**src/inc/ebaidl_pkg.sv**
```systemverilog
package ebaidl_pkg;

  ////////////////////////////////////////////////////////////////////////////
  // register map and fields
  localparam logic [7:0]  OFS_CTRL     = 8'h00;
  localparam logic [7:0]  OFS_STATUS   = 8'h04;
  localparam logic [7:0]  OFS_GAP      = 8'h08;
  localparam int          CTL_BLOCK    = 0;
  localparam int          CTL_DPR      = 1;
  localparam int          CTL_HOLD     = 2;
  localparam logic [2:0]  CTRL_RESET   = 3'h0;
  localparam int          STS_REL      = 0;
  localparam int          STS_REFP     = 1;
  localparam int          STS_BUSY     = 2;
  localparam int          STS_STATE    = 4;

  ////////////////////////////////////////////////////////////////////////////
  // timing, in half bus cycles (one mclk each, bus clock = mclk / 2)
  localparam int          MCLK_MHZ     = 250;
  localparam int          BUS_DIV      = 2;
  localparam real         RECLAIM_CYC  = 1.5;
  localparam logic [5:0]  RECLAIM_HC   = 6'(int'(RECLAIM_CYC * BUS_DIV));
  localparam logic [5:0]  CPU_INT_HC   = 6'h04;
  localparam logic [5:0]  DMA_INT_HC   = 6'h04;
  localparam logic [5:0]  READ_IDLE_HC = 6'h02;
  localparam logic [5:0]  WDAT_HC      = 6'h02;

  ////////////////////////////////////////////////////////////////////////////
  // types
  typedef enum logic [10:0] {
    ST_IDLE    = 11'h001,
    ST_GAP     = 11'h002,
    ST_ACC     = 11'h004,
    ST_PRECHARGE_EVERY_BANK    = 11'h008,
    ST_REL_AD  = 11'h010,
    ST_REL_ACK = 11'h020,
    ST_REL_CTL = 11'h040,
    ST_RELD    = 11'h080,
    ST_RCL     = 11'h100,
    ST_RCL_ACK = 11'h200,
    ST_RESUME  = 11'h400
  } ebaidl_state_e;

  typedef enum logic [3:0] {
    MT_SRAM, MT_BROM_A, MT_MPXIO, MT_BSRAM0, MT_BSRAM1,
    MT_SDRAM, MT_SDRAM_LF, MT_PCMCIA, MT_BMPX, MT_BROM_S
  } ebaidl_mem_e;

  typedef struct packed {
    logic        write;
    logic        dma;
    logic        dual;
    logic [1:0]  chan;
    logic        divided;
    ebaidl_mem_e mem_type;
    logic [3:0]  reg_idle;
    logic [1:0]  wait_idle;
    logic [3:0]  len;
    logic [4:0]  no_release;
  } ebaidl_acc_s;

  // memory-type switch idle, half cycles; row = previous, nibble = next (MSB first)
  localparam logic [39:0] MEM_IDLE_HC [10] = '{
    40'h00_2022_3000, 40'h00_2022_3000, 40'h22_0222_3222,
    40'h00_2022_3000, 40'h22_2202_3222, 40'h33_3333_1533,
    40'h33_3333_3533, 40'h00_2022_3000, 40'h00_2022_3000,
    40'h00_2022_3000
  };

endpackage : ebaidl_pkg

```
**src/rtl/ebaidl_sync.sv**
```systemverilog
module ebaidl_sync #(
  parameter int         WIDTH     = 1,
  parameter logic [0:0] RESET_VAL = 1'b1
) (
  // clock and reset
  input  wire logic             mclk_in,
  input  wire logic             resetn_in,
  // data
  input  wire logic [WIDTH-1:0] async_in,
  output logic      [WIDTH-1:0] sync_out
);

  logic [WIDTH-1:0] meta_reg;

  always_ff @(posedge mclk_in or negedge resetn_in) begin
    if (!resetn_in) begin
      meta_reg <= {WIDTH{RESET_VAL}};
      sync_out <= {WIDTH{RESET_VAL}};
    end else begin
      meta_reg <= async_in;
      sync_out <= meta_reg;
    end
  end

endmodule : ebaidl_sync

```
**src/rtl/ebaidl_idle_calc.sv**
```systemverilog
module ebaidl_idle_calc (
  // previous and next access
  input  wire logic                    prev_valid_in,
  input  wire ebaidl_pkg::ebaidl_acc_s prev_in,
  input  wire ebaidl_pkg::ebaidl_acc_s next_in,
  // gap in half bus cycles
  output logic [5:0]                   gap_hc_out
);

  logic [39:0] mem_row;
  logic [3:0]  mem_sel;
  logic [5:0]  c12, c34, c5, c6, c7, c567, c8, m1, m2, m3;
  logic        same_ch, cpu_wr, dual_same, sgl_same;

  assign c12       = {1'b0, prev_in.reg_idle, 1'b0};
  assign c34       = {3'b000, prev_in.wait_idle, 1'b0};
  assign c5        = (!prev_in.write && !prev_in.divided) ? ebaidl_pkg::READ_IDLE_HC : 6'h00;
  assign same_ch   = prev_in.chan == next_in.chan;
  assign cpu_wr    = !next_in.dma && next_in.write;
  assign dual_same = next_in.dma && next_in.dual && prev_in.write && !next_in.write
                     && same_ch;
  assign sgl_same  = next_in.dma && !next_in.dual && (prev_in.write == next_in.write);
  assign c6        = next_in.divided ? 6'h00 :
                     cpu_wr ? ebaidl_pkg::CPU_INT_HC :
                     (dual_same || sgl_same) ? ebaidl_pkg::DMA_INT_HC : 6'h00;
  assign c7        = (next_in.write && !prev_in.write) ? ebaidl_pkg::WDAT_HC : 6'h00;
  assign c567      = 6'(c5 + c6 + c7);
  assign mem_row   = ebaidl_pkg::MEM_IDLE_HC[prev_in.mem_type];
  assign mem_sel   = 4'(4'h9 - next_in.mem_type);
  assign c8        = {2'b00, mem_row[{mem_sel, 2'b00} +: 4]};
  assign m1        = (c12 > c34) ? c12 : c34;
  assign m2        = (c567 > c8) ? c567 : c8;
  assign m3        = (m1 > m2) ? m1 : m2;
  assign gap_hc_out = prev_valid_in ? m3 : 6'h00;

endmodule : ebaidl_idle_calc

```
**src/rtl/ebaidl_top.sv**
```systemverilog
// The plain strobed port and the address map were decided locally.
module ebaidl_top (
  // clock and reset
  input  wire logic                    mclk_in,
  input  wire logic                    resetn_in,
  // register port
  input  wire logic [7:0]              reg_addr_in,
  input  wire logic [31:0]             reg_wdata_in,
  input  wire logic                    reg_wr_in,
  input  wire logic                    reg_rd_in,
  output logic      [31:0]             reg_rdata_out,
  // internal access requests
  input  wire logic                    acc_valid_in,
  input  wire ebaidl_pkg::ebaidl_acc_s acc_in,
  output logic                         acc_ready_out,
  output logic                         acc_active_out,
  output logic                         acc_done_out,
  // arbitration pins
  input  wire logic                    ext_master_request_n_in,
  output logic                         bus_ack_n_out,
  output logic                         bus_ack_oe_out,
  output logic                         bus_clock_out,
  output logic                         addr_data_oe_out,
  output logic                         ctl_oe_out,
  output logic                         sdram_hold_oe_out,
  output logic                         refresh_need_out_n,
  // sdram
  input  wire logic                    sdram_active_in,
  input  wire logic                    precharge_every_bank_done_in,
  output logic                         precharge_every_bank_out,
  // system
  input  wire logic                    standby_in,
  input  wire logic                    sleep_req_in,
  output logic                         sleep_grant_out,
  input  wire logic                    mreset_req_in,
  output logic                         mreset_go_out,
  input  wire logic                    refresh_due_in,
  input  wire logic                    dma_burst_in
);

  ////////////////////////////////////////////////////////////////////////////
  // declarations

  ebaidl_pkg::ebaidl_state_e state_reg;
  ebaidl_pkg::ebaidl_state_e state_next;
  ebaidl_pkg::ebaidl_acc_s   cur_reg;
  ebaidl_pkg::ebaidl_acc_s   prev_reg;
  logic                      prev_vld_reg;
  logic [5:0]                cnt_reg;
  logic [5:0]                cnt_next;
  logic [5:0]                gap_hc;
  logic [5:0]                gap_last_reg;
  logic [2:0]                ctrl_reg;
  logic                      lock_reg;
  logic                      refp_reg;
  logic                      req_sync;
  logic                      ack_n_next;
  logic                      ad_oe_next;
  logic                      ctl_oe_next;
  logic                      precharge_every_bank_next;
  logic                      done_next;
  logic                      refp_next;
  logic [31:0]               rdata_next;
  logic [31:0]               status_word;
  logic                      rise;
  logic                      fall;
  logic                      req_low;
  logic                      burst_hold;
  logic                      grant_ok;
  logic                      acc_take;
  logic                      owned_idle;
  logic                      ready_next;
  logic                      ctrl_wr;
  logic [5:0]                acc_len_hc;

  ////////////////////////////////////////////////////////////////////////////
  // request synchroniser and idle gap

  ebaidl_sync #(
    .WIDTH     (1),
    .RESET_VAL (1'b1)
  ) u_req_sync (
    .mclk_in   (mclk_in),
    .resetn_in (resetn_in),
    .async_in  (ext_master_request_n_in),
    .sync_out  (req_sync)
  );

  ebaidl_idle_calc u_idle (
    .prev_valid_in (prev_vld_reg),
    .prev_in       (prev_reg),
    .next_in       (acc_in),
    .gap_hc_out    (gap_hc)
  );

  ////////////////////////////////////////////////////////////////////////////
  // decode

  // the edge about to come makes the bus clock rise when it is low now
  assign rise       = !bus_clock_out;
  assign fall       = bus_clock_out;
  assign req_low    = !req_sync && !standby_in;
  assign burst_hold = dma_burst_in && !ctrl_reg[ebaidl_pkg::CTL_DPR];
  assign grant_ok   = req_low && fall && !burst_hold && !lock_reg
                      && !ctrl_reg[ebaidl_pkg::CTL_BLOCK];
  assign acc_take   = acc_valid_in && acc_ready_out && (state_reg == ebaidl_pkg::ST_IDLE);
  assign owned_idle = (state_reg == ebaidl_pkg::ST_IDLE) && !acc_take;
  assign acc_len_hc = {1'b0, cur_reg.len, 1'b0};
  // manual reset request stops new cycles; the running one completes
  assign ready_next = (state_next == ebaidl_pkg::ST_IDLE) && !mreset_req_in;
  assign refp_next  = refresh_due_in || (refp_reg && (state_reg != ebaidl_pkg::ST_IDLE));
  assign ctrl_wr    = reg_wr_in && (reg_addr_in == ebaidl_pkg::OFS_CTRL);

  ////////////////////////////////////////////////////////////////////////////
  // arbitration and access sequencer

  always_comb begin
    state_next  = state_reg;
    cnt_next    = cnt_reg;
    ack_n_next  = bus_ack_n_out;
    ad_oe_next  = addr_data_oe_out;
    ctl_oe_next = ctl_oe_out;
    precharge_every_bank_next   = 1'b0;
    done_next   = 1'b0;
    case (state_reg)
      ebaidl_pkg::ST_IDLE: begin
        ad_oe_next  = 1'b1;
        ctl_oe_next = 1'b1;
        if (acc_take) begin
          state_next = ebaidl_pkg::ST_GAP;
          cnt_next   = gap_hc;
        end else if (grant_ok) begin
          if (sdram_active_in) begin
            state_next = ebaidl_pkg::ST_PRECHARGE_EVERY_BANK;
            precharge_every_bank_next  = 1'b1;
          end else begin
            state_next = ebaidl_pkg::ST_REL_AD;
          end
        end
      end
      ebaidl_pkg::ST_GAP: begin
        if (cnt_reg != 6'h00) begin
          cnt_next = 6'(cnt_reg - 6'h01);
        end else if (rise) begin
          state_next = ebaidl_pkg::ST_ACC;
          cnt_next   = 6'(acc_len_hc - 6'h01);
        end
      end
      ebaidl_pkg::ST_ACC: begin
        if (cnt_reg != 6'h00) begin
          cnt_next = 6'(cnt_reg - 6'h01);
        end else begin
          state_next = ebaidl_pkg::ST_IDLE;
          done_next  = 1'b1;
        end
      end
      ebaidl_pkg::ST_PRECHARGE_EVERY_BANK: begin
        if (precharge_every_bank_done_in) begin
          state_next = ebaidl_pkg::ST_REL_AD;
        end
      end
      ebaidl_pkg::ST_REL_AD: begin
        if (rise) begin
          state_next = ebaidl_pkg::ST_REL_ACK;
          ad_oe_next = 1'b0;
        end
      end
      ebaidl_pkg::ST_REL_ACK: begin
        if (fall) begin
          state_next = ebaidl_pkg::ST_REL_CTL;
          ack_n_next = 1'b0;
        end
      end
      ebaidl_pkg::ST_REL_CTL: begin
        if (rise) begin
          state_next  = ebaidl_pkg::ST_RELD;
          ctl_oe_next = 1'b0;
        end
      end
      ebaidl_pkg::ST_RELD: begin
        if (fall && !req_sync == 1'b0 && !standby_in) begin
          state_next = ebaidl_pkg::ST_RCL;
          cnt_next   = 6'(ebaidl_pkg::RECLAIM_HC - 6'h01);
        end
      end
      ebaidl_pkg::ST_RCL: begin
        if (cnt_reg != 6'h00) begin
          cnt_next = 6'(cnt_reg - 6'h01);
        end else begin
          state_next  = ebaidl_pkg::ST_RCL_ACK;
          ctl_oe_next = 1'b1;
        end
      end
      ebaidl_pkg::ST_RCL_ACK: begin
        if (fall) begin
          state_next = ebaidl_pkg::ST_RESUME;
          ack_n_next = 1'b1;
        end
      end
      ebaidl_pkg::ST_RESUME: begin
        if (rise) begin
          state_next = ebaidl_pkg::ST_IDLE;
          ad_oe_next = 1'b1;
        end
      end
      default: begin
        state_next = ebaidl_pkg::ST_IDLE;
      end
    endcase
  end

  ////////////////////////////////////////////////////////////////////////////
  // sequencer state

  always_ff @(posedge mclk_in or negedge resetn_in) begin
    if (!resetn_in) begin
      state_reg <= ebaidl_pkg::ST_IDLE;
      cnt_reg   <= 6'h00;
      bus_clock_out <= 1'b0;
    end else begin
      state_reg <= state_next;
      cnt_reg   <= cnt_next;
      bus_clock_out <= !bus_clock_out;
    end
  end

  // pins: reset leaves strobes negated and address/data buffers off
  always_ff @(posedge mclk_in or negedge resetn_in) begin
    if (!resetn_in) begin
      bus_ack_n_out            <= 1'b1;
      addr_data_oe_out         <= 1'b0;
      ctl_oe_out               <= 1'b1;
      sdram_hold_oe_out        <= 1'b1;
      bus_ack_oe_out           <= 1'b1;
      precharge_every_bank_out <= 1'b0;
    end else begin
      bus_ack_n_out            <= ack_n_next;
      addr_data_oe_out         <= ad_oe_next;
      ctl_oe_out               <= ctl_oe_next;
      sdram_hold_oe_out        <= ctl_oe_next || ctrl_reg[ebaidl_pkg::CTL_HOLD];
      bus_ack_oe_out           <= !standby_in;
      precharge_every_bank_out <= precharge_every_bank_next;
    end
  end

  ////////////////////////////////////////////////////////////////////////////
  // access bookkeeping

  always_ff @(posedge mclk_in or negedge resetn_in) begin
    if (!resetn_in) begin
      cur_reg      <= '0;
      prev_reg     <= '0;
      prev_vld_reg <= 1'b0;
      lock_reg     <= 1'b0;
      gap_last_reg <= 6'h00;
    end else begin
      if (acc_take) begin
        cur_reg      <= acc_in;
        gap_last_reg <= gap_hc;
        lock_reg     <= acc_in.no_release != 5'h00;
      end
      if (done_next) begin
        prev_reg     <= cur_reg;
        prev_vld_reg <= 1'b1;
      end
    end
  end

  always_ff @(posedge mclk_in or negedge resetn_in) begin
    if (!resetn_in) begin
      acc_ready_out  <= 1'b0;
      acc_active_out <= 1'b0;
      acc_done_out   <= 1'b0;
    end else begin
      acc_ready_out  <= ready_next;
      acc_active_out <= state_next == ebaidl_pkg::ST_ACC;
      acc_done_out   <= done_next;
    end
  end

  ////////////////////////////////////////////////////////////////////////////
  // refresh, sleep and manual reset

  always_ff @(posedge mclk_in or negedge resetn_in) begin
    if (!resetn_in) begin
      refp_reg           <= 1'b0;
      refresh_need_out_n <= 1'b1;
      sleep_grant_out    <= 1'b0;
      mreset_go_out      <= 1'b0;
    end else begin
      refp_reg           <= refp_next;
      refresh_need_out_n <= !(refp_next && !ack_n_next);
      sleep_grant_out    <= sleep_req_in && owned_idle;
      mreset_go_out      <= mreset_req_in && owned_idle;
    end
  end

  ////////////////////////////////////////////////////////////////////////////
  // register port

  assign status_word = {17'h0_0000, state_reg, 1'b0, (state_reg != ebaidl_pkg::ST_IDLE),
                        refp_reg, !bus_ack_n_out};
  assign rdata_next  = !reg_rd_in ? 32'h0000_0000 :
                       (reg_addr_in == ebaidl_pkg::OFS_CTRL)   ? {29'h0, ctrl_reg} :
                       (reg_addr_in == ebaidl_pkg::OFS_STATUS) ? status_word :
                       (reg_addr_in == ebaidl_pkg::OFS_GAP)    ? {26'h0, gap_last_reg} :
                       32'h0000_0000;

  // only power-on reset clears control; manual reset leaves it alone
  always_ff @(posedge mclk_in or negedge resetn_in) begin
    if (!resetn_in) begin
      ctrl_reg      <= ebaidl_pkg::CTRL_RESET;
      reg_rdata_out <= 32'h0000_0000;
    end else begin
      if (ctrl_wr) begin
        ctrl_reg <= reg_wdata_in[2:0];
      end
      reg_rdata_out <= rdata_next;
    end
  end

endmodule : ebaidl_top

```
**config.mk**
```make
export PLATFORM = sky130hd
export DESIGN_NAME = ebaidl_top
export DESIGN_NICKNAME = d
export VERILOG_FILES = /design/src/inc/ebaidl_pkg.sv /design/src/rtl/ebaidl_sync.sv /design/src/rtl/ebaidl_idle_calc.sv /design/src/rtl/ebaidl_top.sv
export SDC_FILE = /design/constraint.sdc
export NUM_CORES = 1
export LEC_CHECK = 0
export BUFFER_PORTS_ARGS = -buffer_cell sky130_fd_sc_hd__buf_2
export CORE_UTILIZATION = 48
export CTS_CLUSTER_SIZE = 30
export DETAILED_ROUTE_END_ITERATION = 8
export GPL_TIMING_DRIVEN = 0
export MAX_ROUTING_LAYER = met4
export PLACE_DENSITY = 0.79
export SLEW_MARGIN = 15
export SYNTH_ARGS = -nofsm -noshare
export SYNTH_HDL_FRONTEND = slang
export SYNTH_SLANG_ARGS = --single-unit
```
**constraint.sdc**
```tcl
create_clock -name mclk_in -period 4.18 [get_ports mclk_in]
set_input_delay 0 -clock mclk_in [delete_from_list [all_inputs] [get_ports mclk_in]]
set_output_delay 0 -clock mclk_in [all_outputs]
set_load 0.03 [all_outputs]
```
==> run_results.csv <==
group,metric,value,unit
power,swShare,37.49,%
yosys,synth_compound_area_share,11.38,%
power,ir_drop,0.3253,mV
power,p_leak,2.941,nW
routing,wl_per_cell,14.93,um
run,max-cap-violations,0,
sta,max_slew_margin,31.20,%
power,seqPwrFrac,38.8,%
final_layout,largest_reg_flops,15,
sta,fmax,244.9,MHz
final_layout,fin_cells,760,
setup_path,worstPathArrival,4360,ps
final_layout,syn2layout_area_growth,24.94,%
floorplanning,rows,36,
routing,via_per_inst,5.228,
routing,drtIter0Drc,157,
setup_path,path_class,"reg2reg",
sta,post-route-min-period,4083,ps
final_layout,layout-drive-gt1-share,28.87,%
placed_design,placed_cell_area,5497,um^2
placed_design,gp_congestion,0.9101,
floorplanning,pin_count,123,
setup_path,slowest_stage,"fa_1",
yosys,synth.yosys.seq_area_share,46.43,%
global_routing,antenna_found_initial,0,
yosys,synth_mux_area_share,7.987,%
routing,vias,3973,
power,power_frac_clock,18.2,%
final_layout,n_antenna_cell,0,
sta,skew,8.763,ps
yosys,yosysMostFrequentCell,"dfrtp_1",
yosys,yosysWarningCount,0,
final_layout,num-fill-cells,837,
clock_network,clock_sinks,90,
placed_design,dpl.cell_count,707,
placed_design,port_buffers,75,
setup_path,path_common_cell,"ha_1",
floorplanning,die_area,10560,um^2
yosys,ys_seq_elements,90,
yosys,synthCells,482,
sta,fin_crit_sh,97.68,%
global_routing,first_global_vias,3876,
global_routing,overflow,0,
final_layout,fin_nets,717,
clock_network,clk_latency,360,ps
global_routing,track_usage,23.48,%
routing,routed_wl,11.35,mm
yosys,synth_area_leaders,"dfrtp_1, mux2_2, dfstp_2",
power,pwr-share-comb,43.0,%
yosys,syn_avg_cell_area,10.11,um^2
yosys,synth_edf_count,0,
final_layout,seq_area,2262,um^2
yosys,synth-simple-area-share,21.37,%
clock_network,cts.reportedPaths.clkPinSlew,80,ps
setup_path,startpoint_type,"flop",
global_routing,grt_max_degree,52,
yosys,synthAdderAreaFrac,4.520,%
clock_network,cts_tree,"done",
power,power_switching,1.174,mW
setup_path,crit_path_max_incr_delay,510,ps
clock_network,cts_buffer_depth,2,
sta,worst_slack,97.00,ps
setup_path,crit_fanout,4,
power,power-per-cell-area,514.4,nW/um^2
floorplanning,placeableCoreArea,9819,um^2
routing,antenna_left,0,
yosys,synth_xor_area_share,1.798,%
hold_path,min_path_type,"in2reg",
yosys,synth_top_area_cell,"dfrtp_1",
floorplanning,die_h,102.8,um
routing,dr.pass1.iters,4,
yosys,ys.flop_type,"dfrtp_1",
yosys,synth_top_family_by_area,"simple AND/OR/NAND/NOR gates",
power,power,3.131,mW
setup_path,end_kind,"flop",
global_routing,grt_pass1_wl,18.44,mm
routing,drc,0,
power,intPower,1.957,mW
floorplanning,die_w,102.8,um
sta,finalMaxSlewViolations,0,
yosys,synth_cell_types,71,
final_layout,multi_input_area,2405,um^2
yosys,synthTopCellsByCount,"dfrtp_1, nand2_1, mux2_2, o21ai_0, nor2_1",
sta,hold_violations,0,
sta,worstMarginPinSlew,1030,ps
setup_path,required,4460,ps
placed_design,place_worst_setup_slack,-310.2,ps
sta,setup_viol,0,
clock_network,h-tree-depth,3,
sta,rsz0062_at_grt,"yes",
clock_network,clockRootBuffer,"clkbuf_8",
sta,fin_tns_setup,0,ps
yosys,synth_top_cell_area_share,42.12,%
setup_path,worstPathCellList,"inv_1 -> ha_1 -> and3b_1 -> nand3_1 -> fa_1 -> nor2b_2 -> a21oi_2 -> a41oi_2 -> mux2_2 -> ha_1 -> a21o_1 -> a211oi_4 -> o21bai_2 -> mux2i_1 -> a311oi_1 -> a21oi_1",
clock_network,cts_buffers,9,
floorplanning,start_util,49.62,%
final_layout,final_area,6087,um^2
yosys,synthArstFlopShare,100.0,%
yosys,syn-cell-area,4872,um^2
placed_design,dp_hpwl,8.085,mm
outcome,status,"complete, no violations",
==> kinds of logic (layout without fill, tap and decap cells) <==
kind of cell               Yosys count  in the layout
adders and majority gates           17             17
muxes                               35             35
and+or+nand+nor                    182            182
DFF                                 90             90
buffers and inverters               58            187
other                                1             17
xor gates and xnor gates            10             10
AOI/OAI and AO/OA                   89             89
==> routing by layer <==
metal	GRT usage, %	share of wire [%]
met1	29.04	43
met2	39.74	51
met3	4.000	4.6
met4	6.392	1.2
met5	-	0
==> power groups by stage <==
stage | registers [mW] | clock network, mW | logic [mW]
2_1_floorplan | 1.22 | 0 | 0.919
3_3_place_gp | 1.22 | 0 | 1.18
3_5_place_dp | 1.23 | 0 | 1.23
4_1_cts | 1.21 | 0.583 | 1.28
5_1_grt | 1.24 | 0.620 | 1.49
6_report | 1.22 | 0.568 | 1.35
==> metrics by stage <==
step           utilization [%]  hold WS (ps)
2_1_floorplan                -        -295.6
3_3_place_gp             55.75         107.5
3_5_place_dp             55.98         61.93
4_1_cts                  61.37         39.03
5_1_grt                  61.99         48.35
6_report                 61.99         37.41
==> path summary, 6_finish.rpt <==
| path | from | end | slack (ps) | depth (start not counted) |
|---|---|---|---|---|
| setup / recovery | prev_reg[15] | cnt_reg[2] | 100 | 16 |
| hold reg to reg | u_req_sync.meta_reg | u_req_sync.sync_out | 360 | 0 |
| setup reg to reg | prev_reg[15] | cnt_reg[2] | 100 | 16 |
| hold / removal | acc_in[4] | lock_reg | 40 | 4 |
| min in group asynchronous | resetn_in | reg_rdata_out[9] | 220 | 2 |
| max in group asynchronous | resetn_in | prev_vld_reg | 3330 | 3 |
==> cells in the final DEF (no fill, tap or decap), drive strengths merged, types with 2 or more instances in the layout <==
master	n
or2	3
buf	103
a211oi	8
inv	22
nand4b	2
o21bai	4
or4b	2
clkbuf	26
and2	14
o221ai	2
a31oi	2
nand2b	6
and4	5
and3	5
a21oi	19
mux2	31
o21ai	32
nand2	43
dfrtp	82
o22a	2
nor4b	2
o22ai	4
conb	17
or4	4
xnor2	4
nor4	5
ha	16
nand3b	5
nand4	7
dlygate4sd3	33
nor2b	10
a21o	2
nor3b	7
nor2	29
xor2	6
nor3	14
dfstp	8
nand3	12
mux2i	4
or3	4
==> worst max-delay path: cells and delay by family, from the launching register on <==
kind | cells | cell delay (ps)
multiplexers | 2 | 690
adder cells (fa/ha/maj) | 3 | 1080
AND/OR/NAND/NOR | 3 | 530
buffers and inverters | 1 | 90
flip-flops | 1 | 390
AO/OA/AOI/OAI | 7 | 1220
==> timing repair <==
| item | 4_1_cts | 5_1_grt |
|---|---|---|
| pin swaps | 1 | 3 |
| endpoints found under the setup margin | 7 | 7 |
| gates resized for setup | 2 | 8 |
| endpoints found under the hold margin | 76 | 0 |
| hold buffers | 33 | 0 |
| buffers inserted | 1 | 3 |
==> layout make-up <==
type	count	share of cell area (%)
Multi-Input combinational cell	350	39.51
Sequential cell	90	37.16
Buffer	36	3.803
Inverter	22	1.357
Timing Repair Buffer	113	12.46
Tap cell	133	2.734
Clock buffer	13	2.282
Clock inverter	3	0.6989
Note: power is estimated with default switching activity, not from simulation.
